[src/hdl/cbc_pkg.sv]
/*
  Constants for the cell balance controller: timing counts, configuration field
  layout, threshold codes and state encodings.
  Assumes a single 200 MHz system clock and Avalon-MM register access.
*/
// Contract
// - Bleed choice is re-evaluated and latched once per dwell period of 7.5 minutes.
// - Bleed the highest cell only when it exceeds start threshold, no hysteresis.
// - Never bleed more than one cell at a time.
// - After timeout expiry the choice calculation is reset and inhibited.
// - With timeout configured, all bleeding stops once the balance timer expires.
// - Charge-only mode: no bleeding without charger, stop at once on disconnect.
// - 250 ms frame: 50 ms measurement with no bleed, then 200 ms bleed slot.
// - Measurement results stay frozen while any bleed output is asserted.
// - Overvoltage and undervoltage delay settings are never below 500 ms.
// - Bleeding is suspended while an OV or UV condition is being timed.
// - Balancing resumes once fault timing ends, cleared or latched.
// - A 2-bit timeout field selects 1, 2, 4 or 8 hours.
// - Balance timer starts when the first cell rises above the start threshold.
// - 4-bit start threshold, 3.9 V down to 2.4 V in 0.1 V steps, default 3.9 V.
// - Configuration selects balancing always, only with charger, or never.
// - Balance-enable field of zero disables balancing completely.
// - Balancing runs alongside charging without pausing it.
// - Charger-attached flag is asserted as long as a charger is connected.
package cbc_pkg;

  // ==========================================================
  // Clock and timing
  localparam longint CLK_HZ = 200_000_000;
  localparam int MEAS_MS = 50;
  localparam int BAL_MS = 200;
  localparam int FRAME_MS = 250;
  localparam int MS_CYCLES = int'(CLK_HZ / 1000);
  localparam real DWELL_MIN = 7.5;
  localparam int DWELL_MS = int'(DWELL_MIN * 60.0 * 1000.0);
  localparam int HOUR_MS = 3_600_000;
  localparam int MIN_PROT_DLY_MS = 500;
  localparam int OV_TIMING_MAX_MS = 2250;
  localparam int UV_TIMING_MAX_MS = 32000;

  // ==========================================================
  // Register map (byte offsets)
  localparam logic [3:0] REG_CFG = 4'h0;
  localparam logic [3:0] REG_PROT = 4'h4;
  localparam logic [3:0] REG_STATUS = 4'h8;

  // Configuration word fields
  localparam int CFG_THR_LSB = 0;
  localparam int CFG_TMO_LSB = 4;
  localparam int CFG_EN_LSB = 6;
  localparam logic [7:0] CFG_RESET = 8'h40;

  // Balance enable field codes
  localparam logic [1:0] EN_OFF = 2'h0;
  localparam logic [1:0] EN_CHG = 2'h1;
  localparam logic [1:0] EN_ALWAYS = 2'h2;
  localparam logic [1:0] EN_ALWAYS_TMO = 2'h3;

  // Protection delays in ms, 16 bits each
  localparam logic [15:0] PROT_DLY_MIN = 16'h01F4;

  // Threshold code 0 is 3.9 V; millivolts = TOP - code * STEP
  localparam logic [15:0] THR_TOP_MV = 16'h0F3C;
  localparam logic [15:0] THR_STEP_MV = 16'h0064;

  typedef enum logic [1:0] {
    CBC_MEAS = 2'b00,
    CBC_BAL = 2'b01
  } cbc_slot_e;

endpackage

[src/hdl/cbc_top.sv]
/*
  Cell balance controller: frames measurement and bleed slots, picks the
  highest cell, latches the choice per dwell period, applies timeout, charger
  and fault-timing suppression. Registers over Avalon-MM.
  Assumes cell voltages arrive in millivolts, synchronous to clk_sys.
*/
`timescale 1ns/10ps
`default_nettype none
module cbc_top #(
  parameter int N_CELLS = 8,
  parameter int MS_DIV = cbc_pkg::MS_CYCLES,
  parameter int DWELL_MS = cbc_pkg::DWELL_MS,
  parameter int HOUR_MS = cbc_pkg::HOUR_MS
) (
  input wire logic clk_sys,
  input wire logic arst_n,
  input wire logic [3:0] avs_address,
  input wire logic avs_read,
  input wire logic avs_write,
  input wire logic [31:0] avs_writedata,
  output logic [31:0] avs_readdata,
  output logic avs_waitrequest,
  input wire logic [N_CELLS*16-1:0] cell_mv,
  input wire logic charger_attached_flag,
  input wire logic ov_timing,
  input wire logic uv_timing,
  output logic [N_CELLS-1:0] bleed,
  output logic meas_active,
  output logic [N_CELLS*16-1:0] cell_meas
);
  // ==========================================================
  // Highest cell; strict compare keeps the lowest index on a tie
  function automatic logic [7:0] pick_max(input logic [N_CELLS*16-1:0] v);
    logic [7:0] idx;
    logic [15:0] best;
    idx = 8'h0;
    best = v[15:0];
    for (int i = 1; i < N_CELLS; i++) begin
      if (v[i*16 +: 16] > best) begin
        best = v[i*16 +: 16];
        idx = 8'(i);
      end
    end
    return idx;
  endfunction

  function automatic logic [15:0] clamp_dly(input logic [15:0] d);
    return (d < cbc_pkg::PROT_DLY_MIN) ? cbc_pkg::PROT_DLY_MIN : d;
  endfunction

  logic ms_tick;
  cbc_ms_tick #(.DIV(MS_DIV)) u_tick (
    .clk_sys(clk_sys),
    .arst_n(arst_n),
    .tick(ms_tick)
  );

  // ==========================================================
  // Configuration registers
  logic [7:0] cfg;
  logic [15:0] ov_dly;
  logic [15:0] uv_dly;
  logic bus_ack;
  logic [3:0] thr_code;
  logic [1:0] tmo_sel;
  logic [1:0] en_mode;
  assign thr_code = cfg[cbc_pkg::CFG_THR_LSB +: 4];
  assign tmo_sel = cfg[cbc_pkg::CFG_TMO_LSB +: 2];
  assign en_mode = cfg[cbc_pkg::CFG_EN_LSB +: 2];

  always_ff @(posedge clk_sys or negedge arst_n) begin
    if (!arst_n) begin
      cfg <= cbc_pkg::CFG_RESET;
      ov_dly <= cbc_pkg::PROT_DLY_MIN;
      uv_dly <= cbc_pkg::PROT_DLY_MIN;
    end else if (avs_write && !bus_ack) begin
      if (avs_address == cbc_pkg::REG_CFG) begin
        cfg <= avs_writedata[7:0];
      end else if (avs_address == cbc_pkg::REG_PROT) begin
        ov_dly <= clamp_dly(avs_writedata[15:0]);
        uv_dly <= clamp_dly(avs_writedata[31:16]);
      end
    end
  end

  // ==========================================================
  // Frame: 50 ms measurement, then 200 ms bleed slot
  cbc_pkg::cbc_slot_e slot;
  logic [15:0] slot_ms;
  always_ff @(posedge clk_sys or negedge arst_n) begin
    if (!arst_n) begin
      slot <= cbc_pkg::CBC_MEAS;
      slot_ms <= 16'h0;
    end else if (ms_tick) begin
      unique case (slot)
        cbc_pkg::CBC_MEAS: begin
          if (slot_ms == 16'(cbc_pkg::MEAS_MS - 1)) begin
            slot <= cbc_pkg::CBC_BAL;
            slot_ms <= 16'h0;
          end else begin
            slot_ms <= slot_ms + 16'h1;
          end
        end
        cbc_pkg::CBC_BAL: begin
          if (slot_ms == 16'(cbc_pkg::BAL_MS - 1)) begin
            slot <= cbc_pkg::CBC_MEAS;
            slot_ms <= 16'h0;
          end else begin
            slot_ms <= slot_ms + 16'h1;
          end
        end
        default: begin
          slot <= cbc_pkg::CBC_MEAS;
          slot_ms <= 16'h0;
        end
      endcase
    end
  end

  // ==========================================================
  // Measurement snapshot, frozen while bleeding
  logic snap_valid;
  always_ff @(posedge clk_sys or negedge arst_n) begin
    if (!arst_n) begin
      cell_meas <= '0;
      snap_valid <= 1'b0;
    end else if (bleed == '0 && slot == cbc_pkg::CBC_MEAS) begin
      cell_meas <= cell_mv;
      snap_valid <= 1'b1;
    end
  end

  // ==========================================================
  // Threshold and candidate
  logic [15:0] thr_mv;
  logic [7:0] top_idx;
  logic above;
  assign thr_mv = 16'(cbc_pkg::THR_TOP_MV - 16'(thr_code * cbc_pkg::THR_STEP_MV));
  assign top_idx = pick_max(cell_meas);
  assign above = snap_valid && (cell_meas[top_idx*16 +: 16] > thr_mv);

  // ==========================================================
  // Balance timer, started by first crossing of the threshold
  logic tmr_run;
  logic tmo_expired;
  logic [31:0] tmr_ms;
  logic [31:0] tmo_ms;
  logic tmo_used;
  assign tmo_ms = 32'(HOUR_MS) << tmo_sel;
  // Timeout applies in the charger mode and the timed always mode
  assign tmo_used = (en_mode == cbc_pkg::EN_CHG) || (en_mode == cbc_pkg::EN_ALWAYS_TMO);

  always_ff @(posedge clk_sys or negedge arst_n) begin
    if (!arst_n) begin
      tmr_run <= 1'b0;
      tmr_ms <= 32'h0;
      tmo_expired <= 1'b0;
    end else if (!tmo_used || en_mode == cbc_pkg::EN_OFF) begin
      tmr_run <= 1'b0;
      tmr_ms <= 32'h0;
      tmo_expired <= 1'b0;
    end else if (!tmr_run && !tmo_expired && above) begin
      tmr_run <= 1'b1;
      tmr_ms <= 32'h0;
    end else if (tmr_run && ms_tick) begin
      if (tmr_ms >= tmo_ms - 32'h1) begin
        tmr_run <= 1'b0;
        tmo_expired <= 1'b1;
      end else begin
        tmr_ms <= tmr_ms + 32'h1;
      end
    end
  end

  // ==========================================================
  // Dwell period: choice latched once per period
  logic [31:0] dwell_ms;
  logic dwell_due;
  logic [7:0] choice_idx;
  logic choice_valid;
  assign dwell_due = (dwell_ms == 32'h0);

  always_ff @(posedge clk_sys or negedge arst_n) begin
    if (!arst_n) begin
      dwell_ms <= 32'h0;
      choice_idx <= 8'h0;
      choice_valid <= 1'b0;
    end else if (tmo_expired || en_mode == cbc_pkg::EN_OFF) begin
      dwell_ms <= 32'h0;
      choice_valid <= 1'b0;
    end else if (dwell_due && snap_valid) begin
      choice_idx <= top_idx;
      choice_valid <= above;
      // Full count of ticks, so latches sit one whole dwell period apart
      dwell_ms <= 32'(DWELL_MS);
    end else if (ms_tick && !dwell_due) begin
      dwell_ms <= dwell_ms - 32'h1;
    end
  end

  // ==========================================================
  // Suppression and bleed drive
  logic allow;
  always_comb begin
    allow = choice_valid && (slot == cbc_pkg::CBC_BAL);
    if (en_mode == cbc_pkg::EN_OFF) begin
      allow = 1'b0;
    end
    if (en_mode == cbc_pkg::EN_CHG && !charger_attached_flag) begin
      allow = 1'b0;
    end
    if (tmo_used && tmo_expired) begin
      allow = 1'b0;
    end
    // Fault timing only pauses; the latched choice survives it
    if (ov_timing || uv_timing) begin
      allow = 1'b0;
    end
  end

  // Charging never looks at bleed state, so both run together
  always_ff @(posedge clk_sys or negedge arst_n) begin
    if (!arst_n) begin
      bleed <= '0;
      meas_active <= 1'b1;
    end else begin
      bleed <= allow ? (N_CELLS'(1) << choice_idx) : '0;
      meas_active <= (slot == cbc_pkg::CBC_MEAS);
    end
  end

  // ==========================================================
  // Avalon-MM: one wait cycle, then ack
  always_ff @(posedge clk_sys or negedge arst_n) begin
    if (!arst_n) begin
      bus_ack <= 1'b0;
      avs_readdata <= 32'h0;
    end else begin
      bus_ack <= (avs_read || avs_write) && !bus_ack;
      if (avs_read && !bus_ack) begin
        unique case (avs_address)
          cbc_pkg::REG_CFG: avs_readdata <= {24'h0, cfg};
          cbc_pkg::REG_PROT: avs_readdata <= {uv_dly, ov_dly};
          cbc_pkg::REG_STATUS: avs_readdata <= {8'h0, 8'(bleed), choice_idx,
            4'h0, meas_active, tmr_run, tmo_expired, choice_valid};
          default: avs_readdata <= 32'h0;
        endcase
      end
    end
  end
  assign avs_waitrequest = (avs_read || avs_write) && !bus_ack;
endmodule
`default_nettype wire

[src/hdl/cbc_ms_tick.sv]
/*
  Millisecond tick divider.
  Assumes the system clock and reset of the controller.
*/
`timescale 1ns/10ps
`default_nettype none
module cbc_ms_tick #(
  parameter int DIV = cbc_pkg::MS_CYCLES
) (
  input wire logic clk_sys,
  input wire logic arst_n,
  output logic tick
);
  logic [31:0] cnt;

  always_ff @(posedge clk_sys or negedge arst_n) begin
    if (!arst_n) begin
      cnt <= 32'h0;
      tick <= 1'b0;
    end else if (cnt == 32'(DIV - 1)) begin
      cnt <= 32'h0;
      tick <= 1'b1;
    end else begin
      cnt <= cnt + 32'h1;
      tick <= 1'b0;
    end
  end
endmodule
`default_nettype wire

[config.mk]
export PLATFORM = sky130hd
export DESIGN_NAME = cbc_top
export DESIGN_NICKNAME = d
export VERILOG_FILES = /design/src/hdl/cbc_pkg.sv /design/src/hdl/cbc_top.sv /design/src/hdl/cbc_ms_tick.sv
export SDC_FILE = /design/constraint.sdc
export NUM_CORES = 1
export LEC_CHECK = 0
export BUFFER_PORTS_ARGS = -buffer_cell sky130_fd_sc_hd__buf_4
export CAP_MARGIN = 20
export CORE_UTILIZATION = 50
export DETAILED_ROUTE_END_ITERATION = 16
export PLACE_DENSITY = 0.75
export SYNTH_ARGS = -nofsm -noshare
export SYNTH_HDL_FRONTEND = slang
export SYNTH_SLANG_ARGS = --single-unit
[constraint.sdc]
create_clock -name clk_sys -period 17.55 [get_ports clk_sys]
set_clock_uncertainty 0.1 [all_clocks]
set_input_delay 2.6325 -clock clk_sys [delete_from_list [all_inputs] [get_ports clk_sys]]
set_output_delay 2.6325 -clock clk_sys [all_outputs]
set_load 0.02 [all_outputs]
==> results.md, run 1 <==
* Startpoint Class: flop
* Largest net degree at the start of global routing at 171
* Hpwl dp at 44810 um
* Fillcell total at 3104
* Vias in the first global route at 17370
* R2R Path End: tmr_ms[15]$_DFFE_PN0P_
* H-tree depth at 2
* Crit share post-route at 97.01%
* Iteration-0 DRC Markers at ~1500
* GRT Residual Overflow at 0
* WL per Instance at 19.93 um
* Clk root buf: clkbuf_16
* Initial antenna violation count at 0
* Vert. Die Dim at 203.1 um
* R2R cell count at 86
* Period minus WS final at 17.03 ns
* CP required at approximately 18 ns
* Synth cell types at 87
* Final setup fails at 0
* Via count at 17720
* Status: complete, no violations
* Slew HR at 23.31%
* Via/cell ratio at 5.816
* Post-CTS Hold Buffers at 0
* First-pass GRT wire length at 93940 um
* Pre-Repair DR Iteration Count at 6
* Actual slew at the worst max-slew pin at 1.149 ns
* Antenna-violating nets left at 0
* Max VDD drop at 118.7 uV
* Placer congestion estimate at about 1
* Crit-path most repeated cell: a21o_1
* Post-Place Worst Slack at -0.8132 ns
* Mapped Area at 20210 um^2
* Cell area power density at 155.0 nW/um^2
* Final nets at roughly 2800
* Die area at 41230 um^2
* Register area share after synthesis at about 41%
* Slowest stage delay, CP at between 0.5 and 0.6 ns
* Critical path's slowest cell: o41a_1
* All-Layer GR Usage at roughly 29%
* Buffers and inverters on the worst path at 13
* Layout cells sized above 1 at 33.62%
* Syn avg cell area at 9.779 um^2
* Max FO, Critical Path at 15
* Clock transition at path regs at roughly 0.06 ns
* Post-synth top area cell: dfrtp_1
* EDFF count, synth at 0
* Clock Path Buffers at 3
* Initial Util at slightly above 50%
* Final Hold Vio Count at 0
* Core ar. at 39820 um^2
* CP top delay family: compound AO/OA/AOI/OAI gates
* Leak pwr at 12.27 nW
* Setup crit start: cell_meas[5]$_DFFE_PN0P_
* Total routed wirelength at 60730 um
* Final core utilization at 65.61%
* CTS tree: built
* Row cnt at 73
* Asr flop ratio synth at 100.0%
* DRC at 0
* Count leader, synth: dfrtp_1
* Critical Path AT at 17.39 ns
* Final Worst Setup Slack at around 0.52 ns
* PortBufs at 340
* Yosys warns at 0
* Worst R2R Setup Slack at 0.52 ns
* Max Freq at approximately 0.059 GHz
* Area Overhead vs Synth at 29.27%
* CP Depth at 86
* CTS Buf Count at 36
* CP endpoint kind: flop
* # diodes at 0
* Area occupied by multi-input gates at ~12000 um^2
* Synth Register Bits at ~330
* Reg-to-Reg Start: cell_meas[5]$_DFFE_PN0P_
* Ys flop type: dfrtp_1
* Slew Viols, Final at 0
* Leading post-synthesis cells by cell area: dfrtp_1, ha_1, mux2_2, nand2_1, nor2_1
* Crit path to: tmr_ms[15]$_DFFE_PN0P_
* Maxcap violations at 0
* Seq. cell area at 8300 um^2
* Synth top cells by count: dfrtp_1, nand2_1, ha_1, mux2_2, nor2_1
* Die W at roughly 200 um
* Clk sink count at 331
* Later-pin clock latency in the skew report at 0.56 ns
* Hold Path Class: reg -> reg
* Post-synth top area share at 39.24%
* Ports at 341
* Post-synthesis cell count at between 2000 and 2500
* WS Path Type: reg -> reg
cells by family (layout without fill, tap and decap cells):
logic type                 after synthesis  count (layout)  share of synthesized area, %
adders and majority gates              161             161                         10.00
AOI/OAI and AO/OA                      395             395                         12.73
DFF                                    331             331                         41.06
xor gates and xnor gates                99              99                         4.290
and+or+nand+nor                        669             672                         16.50
other                                    1               3                       0.01855
muxes                                  212             212                         11.49
buffers and inverters                  199             649                         3.912
cell usage in the layout, fill, tap and decap left out, types with 17 or more instances in the layout:
master     Yosys  final
nand2_1      219    218
o211ai_1      17     17
xnor2_1       53     53
and3_1        22     20
a21oi_1      103     72
o21ai_0      114    105
mux2i_1       52     43
nor3_2        28     31
ha_1         160    151
xor2_1        46     46
a21oi_2        1     28
buf_4          1    437
or3_1         19     19
nor3_1        36     31
clkbuf_16      0     43
inv_1        122    115
mux2_2       160    158
nor4_1        21     20
dfrtp_1      317    317
nand4_1       40     40
a21o_1        36     36
nor2_1       159    154
nand3_1       49     48
worst reg2reg max path, delay by kind of cell, from the launching register on:
family                   cells  cell delay (ns)
flip-flops                   1             0.36
AND/OR/NAND/NOR             21             3.66
multiplexers                 3             0.81
AO/OA/AOI/OAI               41             8.00
adder cells (fa/ha/maj)      8             2.13
buffers and inverters       13             1.92
layer usage:
layer,up-vias,part of all wire [%],global-route usage [%]
met2,737,48,48.32
met3,195,6.3,4.446
met5,-,0,0
met4,0,4.3,11.71
li1,8202,-,-
met1,8587,41,36.78
area by class of cell:
| cell class | instances | share of cell area, % |
|---|---|---|
| multi-input combinational | 1542 | 44.87 |
| inverter | 122 | 1.753 |
| tap | 525 | 2.514 |
| clock buffer | 53 | 4.190 |
| timing repair buffer | 461 | 14.22 |
| sequential | 331 | 31.77 |
| clock inverter | 13 | 0.6896 |
worst min path at each step:
stage                                  from                      end  cells past startpoint
floorplan           u_tick.cnt[0]$_DFF_PN0_  u_tick.cnt[0]$_DFF_PN0_                      1
global placement          bus_ack$_DFF_PN0_        bus_ack$_DFF_PN0_                      1
detailed placement        bus_ack$_DFF_PN0_        bus_ack$_DFF_PN0_                      1
CTS                       bus_ack$_DFF_PN0_        bus_ack$_DFF_PN0_                      1
global route        u_tick.cnt[0]$_DFF_PN0_  u_tick.cnt[0]$_DFF_PN0_                      1
finish              u_tick.cnt[0]$_DFF_PN0_  u_tick.cnt[0]$_DFF_PN0_                      1
per-stage QoR:
step	area, um^2	hold slack [ns]	TNS [ns]	instances	power, mW
2_1_floorplan	20260	0.3251	0	2069	2.291
3_3_place_gp	23780	0.3325	-5.152	2932	2.764
3_5_place_dp	23780	0.3499	-25.91	2932	2.819
4_1_cts	25170	0.3574	0	3005	3.716
5_1_grt	26130	0.3845	-7.717	3047	4.281
6_report	26130	0.3608	0	3047	4.050
what timing repair did:
action,in CTS,in global routing
cloned,2,11
gates resized for setup,14,108
pin swaps,4,38
endpoints found under the setup margin,34,34
buffers inserted,5,30
flip-flops by register name, summed over array words and instances (netlist names), 3 cells and up:
name          count
choice_idx        3
tmr_ms           32
dwell_ms         32
u_tick.cnt       32
cell_meas       128
bleed             8
avs_readdata     32
cfg               8
ov_dly           16
uv_dly           16
slot_ms          16
power breakdown:
part           internal, mW  switching (mW)
Clock                 0.482           0.327
Sequential            0.826          0.0642
Combinational          1.00            1.35
Total                  2.31            1.74
Power figures use the tool's default switching activity.
==> inputs of run 2 (changes only) <==
--- a/config.mk
+++ b/config.mk
@@ -5,11 +5,12 @@
 export SDC_FILE = /design/constraint.sdc
 export NUM_CORES = 1
 export LEC_CHECK = 0
+export ABC_CLOCK_PERIOD_IN_PS = 17550
 export BUFFER_PORTS_ARGS = -buffer_cell sky130_fd_sc_hd__buf_4
 export CAP_MARGIN = 20
-export CORE_UTILIZATION = 50
+export CORE_UTILIZATION = 52
 export DETAILED_ROUTE_END_ITERATION = 16
-export PLACE_DENSITY = 0.75
+export PLACE_DENSITY = 0.78
 export SYNTH_ARGS = -nofsm -noshare
 export SYNTH_HDL_FRONTEND = slang
 export SYNTH_SLANG_ARGS = --single-unit
==> run 2 against run 1 <==
- first-iteration DRC count down 16%
- register-to-register slack worse by 0.09 ns
- combinational power up 6%
- maximum frequency down 0.54%
- flip-flop and latch count unchanged
- wire length up 2.1%
- non-clock buffer count up 4
- cell area up 0.32%
- count of clock-buffer cells in the layout up 3
- worst setup slack worse by 0.092 ns
- cell count down 0.23%
- via count up 0.29%
- highest routed layer unchanged
==> results.md, run 2 (synthesized netlist as in run 1, its figures left out) <==
* Status: complete, no violations
* Placer congestion estimate at 0.9843
* CP endpoint kind: flop
* Ports at 341
* Final Hold Vio Count at 0
* Slowest stage delay, CP at 0.43 ns
* Slew HR at 36.54%
* Tot Pwr at ~4.2 mW
* Hold Path Class: reg -> reg
* Pre-Repair DR Iteration Count at 5
* CTS Buf Count at 37
* Hold_sp: bus_ack$_DFF_PN0_
* Worst hold path cell count at 1
* Hold endpoint: bus_ack$_DFF_PN0_
* Later-pin clock latency in the skew report at 0.56 ns
* Via count at ~18000
* Max Freq at 0.05842 GHz
* CP required at 17.93 ns
* Row cnt at 71
* Die area at 39660 um^2
* Crit share post-route at between 90% and 100%
* Critical path's slowest cell: a21oi_1
* DR top layer: met4
* Final nets at between 2000 and 3000
* First-pass GRT wire length at 93780 um
* Iteration-0 DRC Markers at 1234
* Slew Viols, Final at 0
* Hpwl dp at 45540 um
* Via/cell ratio at between 5 and 6
* Most frequent cells in the layout: buf_4, dfrtp_1, nand2_1
* H-tree depth at 2
* M1 WL at 25980 um
* GRT Residual Overflow at 0
* Clock Path Buffers at 3
* Most common cell after layout, fill and taps aside: buf_4
* R2R Path End: tmr_ms[0]$_DFFE_PN0P_
* WS Path Type: reg -> reg
* Core ar. at between 30000 and 40000 um^2
* Max reg flops at 128
* Vias in the first global route at 17570
* All-Layer GR Usage at 30.41%
* Clock transition at path regs at 0.06 ns
* Max FO, Critical Path at 17
* WL per Instance at approximately 20 um
* R2R cell count at between 80 and 90
* Clk sink count at 331
* CTS tree: built
* Area Overhead vs Synth at 29.68%
* Startpoint Class: flop
* Largest net degree at the start of global routing at 141
* Leak pwr at about 12 nW
* Met3 wire len at roughly 3600 um
* Critical Path AT at approximately 18 ns
* Initial antenna violation count at 1
* Maxcap violations at 0
* Post-route cell area at 26210 um^2
* Worst R2R Setup Slack at 0.43 ns
* Area post-placement at about 24000 um^2
* Total routed wirelength at 62020 um
* Actual slew at the worst max-slew pin at ~0.95 ns
* Clk root buf: clkbuf_16
* Final setup fails at 0
* Largest reg by FF count: cell_meas
* Vert. Die Dim at ~200 um
* Cell area power density at 159.5 nW/um^2
* Period minus WS final at 17.12 ns
* Die W at 199.2 um
* Antenna-violating nets left at 0
* DRC at 0
* Reg-to-Reg Start: cell_meas[5]$_DFFE_PN0P_
* Met2 wire length at 29540 um
* PortBufs at 340
* Max VDD drop at ~180 uV
* Final core utilization at roughly 70%
* Layout cells sized above 1 at about a third
* Crit-path most repeated cell: o21a_1
* Initial Util at a little over half
## run 2: cell count changes in the layout (fill, tap and decap cells not counted), sizes merged
cell / delta
clkbuf: +4
buf: +3
clkinv: +2
inv: -2
bufinv: -1
diode: +1
## run 2: power breakdown
| part | switching, mW | internal [mW] | total (mW) | leakage [nW] |
|---|---|---|---|---|
| Clock | 0.325 | 0.466 | 0.791 | 0.610 |
| Combinational | 1.39 | 1.10 | 2.49 | 7.46 |
| Sequential | 0.0694 | 0.826 | 0.896 | 4.21 |
| Total | 1.79 | 2.40 | 4.18 | 12.3 |
## run 2: metrics by stage
stage               TNS [ns]  hold WS, ns  cells  setup WS (ns)
global placement      -16.87       0.3332   2907        -0.5373
finish                     0       0.3622   3040         0.4321
global route          -12.90       0.3853   3039        -0.4356
CTS                        0       0.3502   2982       0.002871
floorplan                  0       0.3251   2069        0.01975
detailed placement    -28.47       0.3428   2907        -0.9112
## run 2: timing repair
action | in CTS | in global routing
endpoints found under the setup margin | 34 | 34
resized for setup | 17 | 130
hold buffers | 0 | 0
gates cloned | 2 | 11
pin swaps | 6 | 47
setup buffers | 5 | 45
## run 2: worst max-delay path by stage
stage	startpoint	endpoint	slack, ns	depth (start not counted)
finish	cell_meas[5]$_DFFE_PN0P_	tmr_ms[0]$_DFFE_PN0P_	0.43	85
global route	cell_meas[5]$_DFFE_PN0P_	tmr_ms[0]$_DFFE_PN0P_	-0.44	90
CTS	cell_meas[15]$_DFFE_PN0P_	tmr_ms[13]$_DFFE_PN0P_	0.003	86
detailed placement	cell_meas[15]$_DFFE_PN0P_	tmr_ms[13]$_DFFE_PN0P_	-0.91	84
global placement	cell_meas[15]$_DFFE_PN0P_	tmr_ms[31]$_DFFE_PN0P_	-0.54	85
floorplan	cell_meas[15]$_DFFE_PN0P_	tmr_ms[10]$_DFFE_PN0P_	0.02	94
## run 2: critical path, delay by kind of cell (launching register included)
kind	cells	cell delay (ns)
compound gates	41	8.23
fa+ha+maj	8	2.34
buf+inv	15	2.22
flops	1	0.36
mux	3	0.85
simple gates	18	2.87
## run 2: per-layer routing
metal / GRT usage [%] / up-vias
li1: - / 8225
met1: 38.50 / 8698
met2: 50.10 / 682
met3: 4.506 / 168
met4: 16.44 / 0
met5: 0 / -
## run 2: layout make-up
type / count / area [um^2]
inverters: 122 / 460.4
repair buffers: 465 / 3787
fillers: 2853 / 11720
well taps: 511 / 639.4
diodes: 1 / 2.502
clock buffers: 56 / 1099
flip-flops and latches: 331 / 8300
multi-input cells: 1542 / 11780
clock inverters: 12 / 142.6
==> inputs of run 3 (changes only) <==
--- a/config.mk
+++ b/config.mk
@@ -5,6 +5,7 @@
 export SDC_FILE = /design/constraint.sdc
 export NUM_CORES = 1
 export LEC_CHECK = 0
+export ABC_AREA = 1
 export ABC_CLOCK_PERIOD_IN_PS = 17550
 export BUFFER_PORTS_ARGS = -buffer_cell sky130_fd_sc_hd__buf_4
 export CAP_MARGIN = 20
==> run 3 against run 2 <==
- register-to-register slack improved by 1.4 ns
- cell area fell by 8.0%
- sequential share of layout area rose by 2.8 points
- wire length fell by 2.4%
- flip-flop and latch count did not move
- sequential power barely moved
- die area fell by 1.4%
- maximum frequency rose by 8.7%
- critical path depth fell by 4
- worst hold slack improved by 0.0077 ns
- combinational power fell by 34%
- clock power fell by 2%
- critical endpoint is now tmr_ms[19]$_DFFE_PN0P_
==> results.md, run 3 <==
* Pre-Repair DR Iteration Count at 5
* Crit-path most repeated cell: nand2_1
* Ys flop type: dfrtp_1
* All-Layer GR Usage at 31.16%
* Cell area power density at between 100 and 150 nW/um^2
* Antenna-violating nets left at 0
* Leak pwr at ~12 nW
* Critical Path AT at 16.11 ns
* Max FO, Critical Path at 35
* Status: complete, no violations
* Largest net degree at the start of global routing at 114
* Startpoint Class: flop
* Final core utilization at 64.00%
* CP endpoint kind: flop
* Initial Util at 52.90%
* Via count at 18880
* Final setup fails at 0
* Unrepaired setup endpoints after global routing: no
* Asr flop ratio synth at 100.0%
* Iteration-0 DRC Markers at between 1000 and 1500
* Mapped Area at 19930 um^2
* EDFF count, synth at 0
* Hold Path Class: reg -> reg
* Max Freq at 0.06352 GHz
* Slew HR at 35.82%
* CTS tree: built
* Setup crit start: cell_meas[11]$_DFFE_PN0P_
* Die W at 197.8 um
* Area Overhead vs Synth at 20.98%
* Most common cell after layout, fill and taps aside: nand2_1
* Hpwl dp at 45960 um
* Post-synth top area cell: dfrtp_1
* CTS Buf Count at 38
* Post-synthesis cell count at 2568
* Leading post-synthesis cells by cell area: dfrtp_1, nand2_1, ha_1, o21ai_0, inv_1
* Core ar. at 37670 um^2
* R2R cell count at 81
* Max VDD drop at around 150 uV
* Via/cell ratio at 5.533
* Post-synth top area share at between 30% and 40%
* Final nets at 3208
* Tot Pwr at 3.315 mW
* PortBufs at 340
* Layout cells sized above 1 at 16.75%
* Post-CTS Hold Buffers at 0
* H-tree depth at 2
* Crit share post-route at 89.70%
* CP required at 17.91 ns
* Period minus WS final at ~16 ns
* First-pass GRT wire length at 96000 um
* Placer congestion estimate at 1.009
* Crit path to: tmr_ms[19]$_DFFE_PN0P_
* Initial antenna violation count at 0
* # diodes at 0
* TNS Setup at 0 ns
* GRT Residual Overflow at 0
* Clock transition at path regs at 0.06 ns
* Total routed wirelength at 60500 um
* WL per Instance at 17.73 um
* Count leader, synth: nand2_1
* Post-Place Worst Slack at 1.888 ns
* Slew Viols, Final at 0
* Syn avg cell area at 7.760 um^2
* Actual slew at the worst max-slew pin at roughly 0.96 ns
* Row cnt at 71
* Largest reg by FF count: cell_meas
* Final Worst Setup Slack at approximately 1.8 ns
* Synth top cells by count: nand2_1, dfrtp_1, o21ai_0, inv_1, ha_1
* Yosys warns at 0
* Synth cell types at 55
* Maxcap violations at 0
* Max reg flops at 128
* Reg-to-Reg Start: cell_meas[11]$_DFFE_PN0P_
* Post-cts sizing count at 0
* Ports at 341
* Worst R2R Setup Slack at 1.81 ns
* Post-CTS Repair Setup Buffers at 0
* Slowest stage delay, CP at between 0.6 and 0.7 ns
* R2R Path End: tmr_ms[19]$_DFFE_PN0P_
* Later-pin clock latency in the skew report at 0.57 ns
* Register area share after synthesis at a little over two fifths
* Worst hold slack at 0.3698 ns
* Clk sink count at 331
* Vias in the first global route at between 15000 and 20000
* Clk root buf: clkbuf_16
* Vert. Die Dim at 197.8 um
* Critical path's slowest cell: inv_2
* DRC at 0
* Final Hold Vio Count at 0
* Clock Path Buffers at 3
* Die area at between 30000 and 40000 um^2
* Synth Register Bits at 331
* WS Path Type: reg -> reg
* Most frequent cells in the layout: nand2_1, buf_4, dfrtp_1
-- run 3: through the flow --
| step | area, um^2 | instances |
|---|---|---|
| finish | 24110 | 3413 |
| global route | 24110 | 3413 |
| CTS | 24050 | 3410 |
| detailed placement | 22850 | 3344 |
| global placement | 22850 | 3344 |
| floorplan | 19930 | 2570 |
-- run 3: critical path: cells and delay by family (launching register included) --
family / cells / cell delay, ns
buffers and inverters: 6 / 1.07
DFF: 1 / 0.39
AOI/OAI and AO/OA: 29 / 6.21
adders and majority gates: 8 / 2.66
and+or+nand+nor: 38 / 5.21
-- run 3: worst min path at each step --
stage | slack, ns | startpoint | endpoint | depth (start not counted)
floorplan | 0.33 | u_tick.cnt[0]$_DFF_PN0_ | u_tick.cnt[0]$_DFF_PN0_ | 1
global placement | 0.35 | u_tick.cnt[0]$_DFF_PN0_ | u_tick.cnt[0]$_DFF_PN0_ | 1
detailed placement | 0.36 | ov_dly[15]$_DFFE_PN0P_ | ov_dly[15]$_DFFE_PN0P_ | 2
CTS | 0.37 | u_tick.cnt[0]$_DFF_PN0_ | u_tick.cnt[0]$_DFF_PN0_ | 1
global route | 0.40 | u_tick.cnt[0]$_DFF_PN0_ | u_tick.cnt[0]$_DFF_PN0_ | 1
finish | 0.37 | ov_dly[11]$_DFFE_PN0P_ | ov_dly[11]$_DFFE_PN0P_ | 2
-- run 3: metal layers --
| metal | GRT usage [%] | wire length [um] |
|---|---|---|
| met1 | 41.83 | 25960 |
| met5 | 0 | 0 |
| met2 | 50.87 | 28020 |
| met3 | 6.166 | 4759 |
| met4 | 9.388 | 1761 |
-- run 3: cell families (layout without fill, tap and decap cells) --
| group | after synthesis | count (layout) | share of synthesized area [%] |
|---|---|---|---|
| compound gates | 495 | 495 | 13.61 |
| xor+xnor | 69 | 69 | 3.033 |
| fa+ha+maj | 161 | 161 | 10.15 |
| buf+inv | 358 | 690 | 6.945 |
| flops | 331 | 331 | 41.66 |
| mux | 2 | 2 | 0.1067 |
| other cells | 1 | 3 | 0.01882 |
| simple gates | 1151 | 1151 | 24.48 |
-- run 3: layout make-up --
cell class,instances,area (um^2)
Clock buffer,53,1079
Sequential cell,331,8300
Clock inverter,13,121.4
Fill cell,3341,13560
Timing Repair Buffer,352,2688
Tap cell,511,639.4
Multi-Input combinational cell,1881,10250
Inverter,272,1026
-- run 3: report_power, final --
group | total, mW | internal [mW] | switching, mW
Clock | 0.778 | 0.458 | 0.320
Combinational | 1.64 | 0.539 | 1.11
Sequential | 0.893 | 0.831 | 0.0612
